### src/design/ecp_pkg.sv
// Shared constants for the extended-capabilities parallel port.
package ecp_pkg;

  // ----------------------------------------------------------------
  // Register offsets
  // ----------------------------------------------------------------
  localparam logic [15:0] OFS_DATA = 16'h0000;
  localparam logic [15:0] OFS_STAT = 16'h0001;
  localparam logic [15:0] OFS_CTRL = 16'h0002;
  localparam logic [15:0] OFS_FIFO = 16'h0400;
  localparam logic [15:0] OFS_CFGB = 16'h0401;
  localparam logic [15:0] OFS_ECR  = 16'h0402;

  // ----------------------------------------------------------------
  // Modes, fields and fixed values
  // ----------------------------------------------------------------
  localparam logic [2:0] MODE_STD  = 3'h0;
  localparam logic [2:0] MODE_BIDI = 3'h1;
  localparam logic [2:0] MODE_CMPF = 3'h2;
  localparam logic [2:0] MODE_ECP  = 3'h3;
  localparam logic [2:0] MODE_TEST = 3'h6;
  localparam logic [2:0] MODE_CFG  = 3'h7;
  localparam int CTL_STROBE = 0;
  localparam int CTL_AUTOFD = 1;
  localparam int CTL_INIT   = 2;
  localparam int CTL_SELIN  = 3;
  localparam int CTL_ACKIE  = 4;
  localparam int CTL_DIR    = 5;
  localparam logic [7:0] DATA_RESET = 8'h00;
  localparam logic [5:0] CTRL_RESET = 6'h00;
  localparam logic [2:0] ECR_MODE_RESET = 3'h0;
  localparam logic [2:0] ECR_LOW_RESET  = 3'h0;
  localparam logic [7:0] CAPA_VALUE = 8'h10;
  localparam logic [7:0] UNMAPPED_VALUE = 8'h00;

  // ----------------------------------------------------------------
  // Handshake timing
  // ----------------------------------------------------------------
  localparam int CLK_MHZ     = 200;
  localparam int SETUP_NS    = 500;
  localparam int STROBE_NS   = 500;
  localparam int SETUP_CYC   = (SETUP_NS * CLK_MHZ + 999) / 1000;
  localparam int STROBE_CYC  = (STROBE_NS * CLK_MHZ + 999) / 1000;

  // ----------------------------------------------------------------
  // Handshake states
  // ----------------------------------------------------------------
  typedef enum logic [5:0] {
    HS_IDLE   = 6'b000001,
    HS_SETUP  = 6'b000010,
    HS_STROBE = 6'b000100,
    HS_HOLD   = 6'b001000,
    HS_REV    = 6'b010000,
    HS_REVACK = 6'b100000
  } ecp_hs_t;

endpackage : ecp_pkg

### src/design/ecp_port.sv
// Parallel port register set, shared FIFO and automatic handshakes.
// How it works
// Offsets 000h, 001h, 002h, 400h, 401h, 402h decode differently per mode.
// Mode field: standard, bidirectional, compat FIFO, ECP, EPP, reserved, test, config.
// Offsets are relative to the port base; access only when address enable permits.
// Modes 000/001: data register resets, latches on write strobe rise, drives lines.
// Data offset reads in modes 000/001 return live port data line levels.
// Mode 011 writes to 000h enter FIFO tagged as address, forward only.
// Status bits 0 to 2 read as zero.
// Status bits 3 to 6 read fault, select, paper error and acknowledge inputs.
// Status bit 7 reads the inverse of busy.
// Control bits 0 to 5 reset to zero; bits 6 and 7 read low.
// Control bits drive strobe, autofeed, select-in inverted; initialize not inverted.
// With control bit 4 set, acknowledge rising edge raises an interrupt request.
// Direction bit ignored in modes 000 and 010; elsewhere 1 means receive.
// Mode 010 sends FIFO bytes with the compatibility handshake, forward only.
// Mode 011 forward sends FIFO data bytes with the extended handshake.
// Mode 011 reverse receives peripheral bytes into FIFO; host reads them.
// Test mode FIFO is read and written by host, never runs the handshake.
// Test FIFO write when full is discarded without stalling.
// Test FIFO read when empty returns the last read byte again.
// Full and empty always show true occupancy; test FIFO runs at bus rate.
// Test FIFO reads come from the head in first-in first-out order.
// Mode 111 read of 400h returns 10h; writes ignored.
// Shared transfer FIFO holds 16 bytes for both directions.
// Forward ECP address and data bytes share one FIFO in written order.
// Full reads 1 when no room; empty reads 1 only when no bytes held.
// Each FIFO entry carries a tag bit telling address from data.
`timescale 1ns/100ps

module ecp_fifo #(
  parameter int WIDTH = 9,
  parameter int DEPTH = 16,
  parameter int AW    = 4
) (
  // Clock and reset
  input  wire logic             clk_i,
  input  wire logic             rst_i,
  input  wire logic             ce_i,
  input  wire logic             flush_i,
  // Fill side
  input  wire logic             in_valid_i,
  input  wire logic [WIDTH-1:0] in_data_i,
  output logic                  in_ready_o,
  // Drain side
  output logic                  out_valid_o,
  output logic [WIDTH-1:0]      out_data_o,
  input  wire logic             out_ready_i,
  // Occupancy
  output logic                  full_o,
  output logic                  empty_o
);

  logic [WIDTH-1:0] mem_reg [DEPTH];
  logic [AW-1:0]    wr_ptr_reg;
  logic [AW-1:0]    rd_ptr_reg;
  logic [AW:0]      count_reg;
  logic             push;
  logic             pop;

  assign full_o      = (count_reg == (AW+1)'(DEPTH));
  assign empty_o     = (count_reg == '0);
  assign in_ready_o  = !full_o;
  assign out_valid_o = !empty_o;
  assign out_data_o  = mem_reg[rd_ptr_reg];
  assign push        = in_valid_i && !full_o;
  assign pop         = out_ready_i && !empty_o;

  always_ff @(posedge clk_i)
  begin
    if (ce_i && push)
    begin
      mem_reg[wr_ptr_reg] <= in_data_i;
    end
  end

  always_ff @(posedge clk_i or posedge rst_i)
  begin
    if (rst_i)
    begin
      wr_ptr_reg <= '0;
      rd_ptr_reg <= '0;
      count_reg  <= '0;
    end
    else if (ce_i)
    begin
      if (flush_i)
      begin
        wr_ptr_reg <= '0;
        rd_ptr_reg <= '0;
        count_reg  <= '0;
      end
      else
      begin
        if (push)
        begin
          wr_ptr_reg <= (wr_ptr_reg == AW'(DEPTH-1)) ? '0 : wr_ptr_reg + 1'b1;
        end
        if (pop)
        begin
          rd_ptr_reg <= (rd_ptr_reg == AW'(DEPTH-1)) ? '0 : rd_ptr_reg + 1'b1;
        end
        if (push && !pop)
        begin
          count_reg <= count_reg + 1'b1;
        end
        else if (pop && !push)
        begin
          count_reg <= count_reg - 1'b1;
        end
      end
    end
  end

endmodule : ecp_fifo

module ecp_port #(
  parameter int FIFO_DEPTH = 16,
  parameter int FIFO_AW    = 4
) (
  // Clock and reset
  input  wire logic        clk_i,
  input  wire logic        rst_i,
  input  wire logic        ce_i,
  // Host bus
  input  wire logic [15:0] port_base_i,
  input  wire logic [15:0] host_addr_i,
  input  wire logic        address_enable_qualifier_i,
  input  wire logic        host_write_strobe_n_i,
  input  wire logic        host_read_strobe_n_i,
  input  wire logic [7:0]  host_wdata_i,
  output logic      [7:0]  host_rdata_o,
  output logic             host_irq_o,
  // Peripheral data lines
  input  wire logic [7:0]  port_data_lines_i,
  output logic      [7:0]  port_data_lines_o,
  output logic             port_data_lines_oe_n_o,
  // Peripheral status inputs
  input  wire logic        peripheral_fault_n_i,
  input  wire logic        select_i,
  input  wire logic        paper_error_i,
  input  wire logic        peripheral_ack_n_i,
  input  wire logic        busy_i,
  // Peripheral control outputs
  output logic             data_strobe_n_o,
  output logic             auto_linefeed_n_o,
  output logic             initialize_n_o,
  output logic             select_in_n_o
);

  // ----------------------------------------------------------------
  // Decode and strobe edges
  // ----------------------------------------------------------------
  function automatic logic hit(input logic [15:0] ofs, input logic [15:0] want);
    hit = !address_enable_qualifier_i && (ofs == want);
  endfunction : hit

  logic [15:0]    ofs;
  logic           wr_n_q_reg;
  logic           rd_n_q_reg;
  logic           ack_n_q_reg;
  logic           wr_rise;
  logic           rd_rise;
  logic [7:0]     data_reg;
  logic [5:0]     ctrl_reg;
  logic [2:0]     mode_reg;
  logic [2:0]     ecr_low_reg;
  logic [7:0]     last_read_reg;
  logic           dir_in;
  logic           fifo_mode;
  logic           auto_mode;
  logic           host_push;
  logic           host_tag;
  logic           host_pop;
  logic           hs_pop;
  logic           hs_push;
  logic           f_in_valid;
  logic [8:0]     f_in_data;
  logic           f_in_ready;
  logic           f_out_valid;
  logic [8:0]     f_out_data;
  logic           f_full;
  logic           f_empty;
  logic           flush;
  logic [7:0]     status_val;
  logic [7:0]     rdata_next;
  ecp_pkg::ecp_hs_t hs_state_reg;
  logic [7:0]     hs_cnt_reg;
  logic [7:0]     hs_data_reg;
  logic           hs_tag_reg;
  logic           hs_strobe_n_reg;
  logic           hs_hostack_reg;

  assign ofs     = host_addr_i - port_base_i;
  assign wr_rise = !wr_n_q_reg && host_write_strobe_n_i;
  assign rd_rise = !rd_n_q_reg && host_read_strobe_n_i;
  assign dir_in  = ctrl_reg[ecp_pkg::CTL_DIR] && (mode_reg != ecp_pkg::MODE_STD)
                   && (mode_reg != ecp_pkg::MODE_CMPF);
  assign auto_mode = (mode_reg == ecp_pkg::MODE_CMPF) || (mode_reg == ecp_pkg::MODE_ECP);
  assign fifo_mode = auto_mode || (mode_reg == ecp_pkg::MODE_TEST);
  assign flush   = !fifo_mode && (mode_reg != ecp_pkg::MODE_CFG);

  always_ff @(posedge clk_i or posedge rst_i)
  begin
    if (rst_i)
    begin
      wr_n_q_reg  <= 1'b1;
      rd_n_q_reg  <= 1'b1;
      ack_n_q_reg <= 1'b1;
    end
    else if (ce_i)
    begin
      wr_n_q_reg  <= host_write_strobe_n_i;
      rd_n_q_reg  <= host_read_strobe_n_i;
      ack_n_q_reg <= peripheral_ack_n_i;
    end
  end

  // ----------------------------------------------------------------
  // Host writes
  // ----------------------------------------------------------------
  always_ff @(posedge clk_i or posedge rst_i)
  begin
    if (rst_i)
    begin
      data_reg <= ecp_pkg::DATA_RESET;
    end
    else if (ce_i && wr_rise && hit(ofs, ecp_pkg::OFS_DATA)
             && (mode_reg == ecp_pkg::MODE_STD || mode_reg == ecp_pkg::MODE_BIDI))
    begin
      data_reg <= host_wdata_i;
    end
  end

  always_ff @(posedge clk_i or posedge rst_i)
  begin
    if (rst_i)
    begin
      ctrl_reg <= ecp_pkg::CTRL_RESET;
    end
    else if (ce_i && wr_rise && hit(ofs, ecp_pkg::OFS_CTRL))
    begin
      ctrl_reg <= host_wdata_i[5:0];
    end
  end

  always_ff @(posedge clk_i or posedge rst_i)
  begin
    if (rst_i)
    begin
      mode_reg    <= ecp_pkg::ECR_MODE_RESET;
      ecr_low_reg <= ecp_pkg::ECR_LOW_RESET;
    end
    else if (ce_i && wr_rise && hit(ofs, ecp_pkg::OFS_ECR))
    begin
      mode_reg    <= host_wdata_i[7:5];
      ecr_low_reg <= host_wdata_i[4:2];
    end
  end

  // Host FIFO pushes: address tag at 000h in mode 011, data at 400h.
  always_comb
  begin
    host_push = 1'b0;
    host_tag  = 1'b0;
    if (wr_rise && hit(ofs, ecp_pkg::OFS_DATA) && mode_reg == ecp_pkg::MODE_ECP && !dir_in)
    begin
      host_push = 1'b1;
      host_tag  = 1'b1;
    end
    else if (wr_rise && hit(ofs, ecp_pkg::OFS_FIFO))
    begin
      host_push = fifo_mode && !(mode_reg == ecp_pkg::MODE_ECP && dir_in); // see R14 see R15
    end
  end

  assign host_pop   = rd_rise && hit(ofs, ecp_pkg::OFS_FIFO)
                      && ((mode_reg == ecp_pkg::MODE_TEST)
                      || (mode_reg == ecp_pkg::MODE_ECP && dir_in)); // see R16
  assign f_in_valid = host_push || hs_push;
  assign f_in_data  = hs_push ? {1'b0, port_data_lines_i} : {host_tag, host_wdata_i};

  ecp_fifo #(
    .WIDTH (9),
    .DEPTH (FIFO_DEPTH),
    .AW    (FIFO_AW)
  ) u_fifo (
    .clk_i       (clk_i),
    .rst_i       (rst_i),
    .ce_i        (ce_i),
    .flush_i     (flush),
    .in_valid_i  (f_in_valid),
    .in_data_i   (f_in_data),
    .in_ready_o  (f_in_ready),
    .out_valid_o (f_out_valid),
    .out_data_o  (f_out_data),
    .out_ready_i (host_pop || hs_pop),
    .full_o      (f_full),
    .empty_o     (f_empty)
  );

  // ----------------------------------------------------------------
  // Host reads
  // ----------------------------------------------------------------
  assign status_val = {!busy_i, peripheral_ack_n_i, paper_error_i, select_i,
                       peripheral_fault_n_i, 3'h0}; // see R7 see R8

  always_comb
  begin
    rdata_next = ecp_pkg::UNMAPPED_VALUE;
    if (hit(ofs, ecp_pkg::OFS_DATA))
    begin
      rdata_next = port_data_lines_i;
    end
    else if (hit(ofs, ecp_pkg::OFS_STAT))
    begin
      rdata_next = status_val;
    end
    else if (hit(ofs, ecp_pkg::OFS_CTRL))
    begin
      rdata_next = {2'h0, ctrl_reg};
    end
    else if (hit(ofs, ecp_pkg::OFS_FIFO) && mode_reg == ecp_pkg::MODE_CFG)
    begin
      rdata_next = ecp_pkg::CAPA_VALUE;
    end
    else if (hit(ofs, ecp_pkg::OFS_FIFO) && fifo_mode)
    begin
      rdata_next = f_empty ? last_read_reg : f_out_data[7:0]; // see R19
    end
    else if (hit(ofs, ecp_pkg::OFS_CFGB) && mode_reg == ecp_pkg::MODE_CFG)
    begin
      rdata_next = {1'b0, host_irq_o, 6'h00};
    end
    else if (hit(ofs, ecp_pkg::OFS_ECR))
    begin
      rdata_next = {mode_reg, ecr_low_reg, f_full, f_empty}; // see R20
    end
  end

  always_ff @(posedge clk_i or posedge rst_i)
  begin
    if (rst_i)
    begin
      host_rdata_o  <= 8'h00;
      last_read_reg <= 8'h00;
    end
    else if (ce_i)
    begin
      host_rdata_o <= host_read_strobe_n_i ? 8'h00 : rdata_next;
      if (host_pop && !f_empty)
      begin
        last_read_reg <= f_out_data[7:0];
      end
    end
  end

  always_ff @(posedge clk_i or posedge rst_i)
  begin
    if (rst_i)
    begin
      host_irq_o <= 1'b0;
    end
    else if (ce_i)
    begin
      host_irq_o <= ctrl_reg[ecp_pkg::CTL_ACKIE] && !ack_n_q_reg && peripheral_ack_n_i;
    end
  end

  // ----------------------------------------------------------------
  // Automatic handshake
  // ----------------------------------------------------------------
  assign hs_pop  = (hs_state_reg == ecp_pkg::HS_IDLE) && f_out_valid && !busy_i && !dir_in
                   && auto_mode; // see R14
  assign hs_push = (hs_state_reg == ecp_pkg::HS_REV) && !peripheral_ack_n_i && f_in_ready;

  always_ff @(posedge clk_i or posedge rst_i)
  begin
    if (rst_i)
    begin
      hs_state_reg    <= ecp_pkg::HS_IDLE;
      hs_cnt_reg      <= 8'h00;
      hs_data_reg     <= 8'h00;
      hs_tag_reg      <= 1'b0;
      hs_strobe_n_reg <= 1'b1;
      hs_hostack_reg  <= 1'b0;
    end
    else if (ce_i)
    begin
      if (!auto_mode)
      begin
        hs_state_reg    <= ecp_pkg::HS_IDLE;
        hs_strobe_n_reg <= 1'b1;
        hs_hostack_reg  <= 1'b0;
      end
      else
      begin
        case (hs_state_reg)
          ecp_pkg::HS_IDLE:
          begin
            hs_cnt_reg <= 8'h00;
            if (hs_pop)
            begin
              hs_data_reg  <= f_out_data[7:0];
              hs_tag_reg   <= f_out_data[8];
              hs_state_reg <= ecp_pkg::HS_SETUP;
            end
            else if (dir_in && mode_reg == ecp_pkg::MODE_ECP)
            begin
              hs_state_reg <= ecp_pkg::HS_REV;
            end
          end
          ecp_pkg::HS_SETUP:
          begin
            hs_cnt_reg <= hs_cnt_reg + 8'h01;
            if (hs_cnt_reg == 8'(ecp_pkg::SETUP_CYC - 1))
            begin
              hs_cnt_reg      <= 8'h00;
              hs_strobe_n_reg <= 1'b0;
              hs_state_reg    <= ecp_pkg::HS_STROBE;
            end
          end
          ecp_pkg::HS_STROBE:
          begin
            hs_cnt_reg <= hs_cnt_reg + 8'h01;
            if ((mode_reg == ecp_pkg::MODE_ECP && busy_i)
                || (mode_reg == ecp_pkg::MODE_CMPF && hs_cnt_reg == 8'(ecp_pkg::STROBE_CYC - 1)))
            begin
              hs_strobe_n_reg <= 1'b1;
              hs_state_reg    <= ecp_pkg::HS_HOLD;
            end
          end
          ecp_pkg::HS_HOLD:
          begin
            if (!busy_i || mode_reg == ecp_pkg::MODE_CMPF)
            begin
              hs_state_reg <= ecp_pkg::HS_IDLE;
            end
          end
          ecp_pkg::HS_REV:
          begin
            if (!dir_in)
            begin
              hs_state_reg <= ecp_pkg::HS_IDLE;
            end
            else if (hs_push)
            begin
              hs_hostack_reg <= 1'b1;
              hs_state_reg   <= ecp_pkg::HS_REVACK;
            end
          end
          ecp_pkg::HS_REVACK:
          begin
            if (peripheral_ack_n_i)
            begin
              hs_hostack_reg <= 1'b0;
              hs_state_reg   <= ecp_pkg::HS_IDLE;
            end
          end
          default:
          begin
            hs_state_reg <= ecp_pkg::HS_IDLE;
          end
        endcase
      end
    end
  end

  // ----------------------------------------------------------------
  // Pin drivers
  // ----------------------------------------------------------------
  always_ff @(posedge clk_i or posedge rst_i)
  begin
    if (rst_i)
    begin
      port_data_lines_o      <= 8'h00;
      port_data_lines_oe_n_o <= 1'b0;
      data_strobe_n_o        <= 1'b1;
      auto_linefeed_n_o      <= 1'b1;
      initialize_n_o         <= 1'b0;
      select_in_n_o          <= 1'b1;
    end
    else if (ce_i)
    begin
      port_data_lines_oe_n_o <= dir_in;
      if (mode_reg == ecp_pkg::MODE_TEST)
      begin
        port_data_lines_o <= f_out_data[7:0];
      end
      else if (auto_mode)
      begin
        port_data_lines_o <= hs_data_reg;
      end
      else
      begin
        port_data_lines_o <= data_reg;
      end
      if (auto_mode)
      begin
        data_strobe_n_o <= hs_strobe_n_reg; // see R14
        if (mode_reg == ecp_pkg::MODE_ECP)
        begin
          auto_linefeed_n_o <= dir_in ? hs_hostack_reg : !hs_tag_reg; // see R15
        end
        else
        begin
          auto_linefeed_n_o <= !ctrl_reg[ecp_pkg::CTL_AUTOFD];
        end
      end
      else
      begin
        data_strobe_n_o   <= !ctrl_reg[ecp_pkg::CTL_STROBE];
        auto_linefeed_n_o <= !ctrl_reg[ecp_pkg::CTL_AUTOFD];
      end
      initialize_n_o <= ctrl_reg[ecp_pkg::CTL_INIT];
      select_in_n_o  <= !ctrl_reg[ecp_pkg::CTL_SELIN];
    end
  end

endmodule : ecp_port

### config.mk
export PLATFORM = sky130hd
export DESIGN_NAME = ecp_port
export DESIGN_NICKNAME = d
export VERILOG_FILES = /design/src/design/ecp_pkg.sv /design/src/design/ecp_port.sv
export SDC_FILE = /design/constraint.sdc
export NUM_CORES = 1
export LEC_CHECK = 0
export ABC_AREA = 0
export BUFFER_PORTS_ARGS = -buffer_cell sky130_fd_sc_hd__buf_2
export CAP_MARGIN = 5
export CORE_MARGIN = 5
export CORE_UTILIZATION = 61
export CTS_CLUSTER_SIZE = 30
export DETAILED_ROUTE_END_ITERATION = 10
export GPL_TIMING_DRIVEN = 0
export PLACE_DENSITY = 0.86
export SYNTH_ARGS = -nofsm -noshare
export SYNTH_HDL_FRONTEND = slang
export SYNTH_SLANG_ARGS = --single-unit
### constraint.sdc
create_clock -name clk_i -period 4.5 [get_ports clk_i]
set_input_delay 0.45 -clock clk_i [delete_from_list [all_inputs] [get_ports clk_i]]
set_output_delay 0.45 -clock clk_i [all_outputs]
set_load 0.05 [all_outputs]
==> flow_summary.yaml <==
run_status:
  outcome: "complete, but fails checks"
  violations: "DRC"
detailed_routing:
  first_pass_iters: 10
  num_vias: 8328
  drt_iter0_markers: 953
  final_antenna_net_count: 0
  vias_per_cell: 6.66
  drc: 1
  wl_um: 30300
  wire_per_inst_um: 24.2
timing:
  fin_worst_skew_ps: 19.7
  period_share: 0.976
  timing_max_transition_violations_final: 0
  setup_viol: 0
  tightestPinTransition_ps: 953
  clock.fmax_mhz: 228
  period_minus_slack_ps: 4390
  hold_violations: 0
  relSlewSlack: 0.365
  hold_slack_ps: 179
setup_path:
  rr_worst_depth: 14
  cp_data_required_time_ps: 4930
  slowest_stage: "or4_4"
  r2r_end: "u_fifo.count_reg[4]"
  cp-end-kind: "flop"
  critPathArrivalTime_ps: 4820
  max_stage_delay_ps: 590
  startpoint_type: "input port"
  crit_type: "input port to flop"
  reg2reg_from: "mode_reg[0]"
  cp_max_fo: 7
  crit_chain: "buf_2, inv_1, ha_1, nor2b_2, o31a_1, o211ai_4, a21oi_1, or4_4, nor4b_4, buf_4, o211ai_4, a21oi_4, nand2_4, fa_2, a21o_1, a21o_1, and3_2, or2_2, o221ai_1"
  rrSetupSlack_ps: 580
die:
  die_w_um: 148
  core_um2: 18800
  num_rows: 50
  die_h_um: 148
  start_util: 0.621
  pin_count: 81
  die-area_um2: 22000
finish:
  syn_to_final_growth_pct: 13.7
  largest_reg_flops: 144
  drive_gt1_frac: 0.265
  utilization: 0.705
  nets: 1085
yosys:
  netlist_area_um2: 11600
  ys_types: 81
  avgSynthCellArea_um2: 13.2
  synth_top_area_cell: "edfxtp_1"
  synth_seq_area_share: 0.568
  ys_warn_count: 0
  synth_edf_count: 144
  synth_nets: 970
  synth-async-reset-ratio: 0.387
  ys_ff_latch: 235
  synth_area_leaders: "edfxtp_1 (37%), dfrtp_1 (18%), mux4_2 (8.7%), mux2_2 (5.5%), ha_1 (2.7%)"
  synth_top_cell_area_share: 0.371
  ys_dominant_reg_cell: "edfxtp_1"
  postSynthCellCount: 884
  synth.most_common_cell: "edfxtp_1"
  synth_common_cells: "edfxtp_1 (144), dfrtp_1 (83), nor2_1 (58)"
pwr:
  ir_worst_vdd_uv: 404
  p_leak_nw: 5.27
  internal-power_w: 0.00438
  power_switching_w: 0.00209
  combPwrFrac: 0.294
  switching_share: 0.323
  power_density_nw_per_um2: 489
  p_clk_frac: 0.301
  p_seq_frac: 0.405
clock_network:
  cts_buffer_depth: 3
  clk_pin_slew_ps: 60
  cts_made_buffers: 23
  cts_tree: "yes"
  clk_latency_ps: 530
  cts_max_level: 1
  cts_sinks: 235
  cts-root-buf: "clkbuf_16"
grt:
  grtUsageTotal: 0.274
  antenna_found_initial: 1
  grt_max_degree: 75
  grt_pass1_wl_um: 46900
  grt_pass1_vias: 8211
  overflow: 0
job:
  maxCapViolCount: 0
placement:
  io_buffers: 80
  gp_congestion: 0.936
  dp_hpwl_um: 19700
min_path:
  hp-class: "input port to flop"
  hold_depth: 2
  worstHoldStart: "host_write_strobe_n_i"
  hold_end: "wr_n_q_reg"
[kinds of logic after synthesis]
logic type / count (synthesis) / share of synthesized area
simple gates: 245 / 0.113
fa+ha+maj: 27 / 0.0303
flops: 235 / 0.568
buf+inv: 81 / 0.0275
xor+xnor: 14 / 0.0112
compound gates: 164 / 0.0944
mux: 118 / 0.156
[layout by cell type, fill, tap and decap left out, drive strengths merged, types with 19 or more instances in the layout]
cell type and instances:
dfrtp 83, nand3 19, mux4 45, and3 19, nand2 56, clkbuf 59
o21ai 46, edfxtp 144, nor2 58, a21oi 36, mux2 59, buf 99
inv 41, ha 25
[metrics by stage]
stage / power [W] / setup slack (ps) / area (um2) / std cells / TNS [ps]
6_report: 0.00647 / 109 / 13200 / 1251 / 0
5_1_grt: 0.00674 / -37.8 / 13200 / 1251 / -37.8
4_1_cts: 0.00643 / 7.79 / 13200 / 1243 / 0
3_5_place_dp: 0.00446 / -547 / 12400 / 1200 / -23990
3_3_place_gp: 0.00438 / -587 / 12300 / 1198 / -23970
2_1_floorplan: 0.00397 / 10.1 / 11700 / 884 / 0
[critical path: cells and delay by family]
| family | cells | cell delay (ps) |
|---|---|---|
| simple gates | 6 | 1660 |
| buf+inv | 3 | 280 |
| fa+ha+maj | 2 | 800 |
| compound gates | 8 | 1620 |
[per-layer routing]
metal	track usage	up-vias	share of wire
met1	0.358	4044	0.37
met4	0.0827	0	0.032
met2	0.473	577	0.50
li1	-	3614	-
met3	0.0527	93	0.097
met5	0	-	0
[final cells by class]
cell class                 count  area [um2]
tap                          234         293
inverter                      41         156
timing repair buffer          90         498
fill                        1228        5530
multi-input combinational    568        4750
clock buffer                  29         628
sequential                   235        6610
buffer                        40         166
antenna                        1        2.50
clock inverter                13         133
[how the worst max path moves through the flow]
| stage | from | end | slack (ps) | cells after the start |
|---|---|---|---|---|
| CTS | port_base_i[2] | u_fifo.count_reg[4] | 8 | 18 |
| global route | port_base_i[2] | u_fifo.count_reg[4] | -40 | 19 |
| floorplan | host_addr_i[0] | u_fifo.count_reg[4] | 10 | 18 |
| detailed placement | port_base_i[2] | u_fifo.count_reg[4] | -550 | 18 |
| finish | port_base_i[2] | u_fifo.count_reg[4] | 110 | 19 |
| global placement | port_base_i[3] | u_fifo.mem_reg[6][8] | -590 | 11 |
[timing repair]
item	4_1_cts	5_1_grt
gates resized for setup	0	4
hold buffers	1	0
buffers inserted	0	7
endpoints found under the hold margin	14	0
setup endpoints to repair	1	10
pin swaps	2	3
[power groups by stage]
stage,clock [W],sequential (W),combinational [W]
finish,0.00195,0.00262,0.00190
global placement,0,0.00264,0.00174
global route,0.00206,0.00264,0.00204
detailed placement,0,0.00266,0.00180
floorplan,0,0.00275,0.00122
CTS,0.00196,0.00262,0.00185
Note: power is estimated with default switching activity, not from simulation.
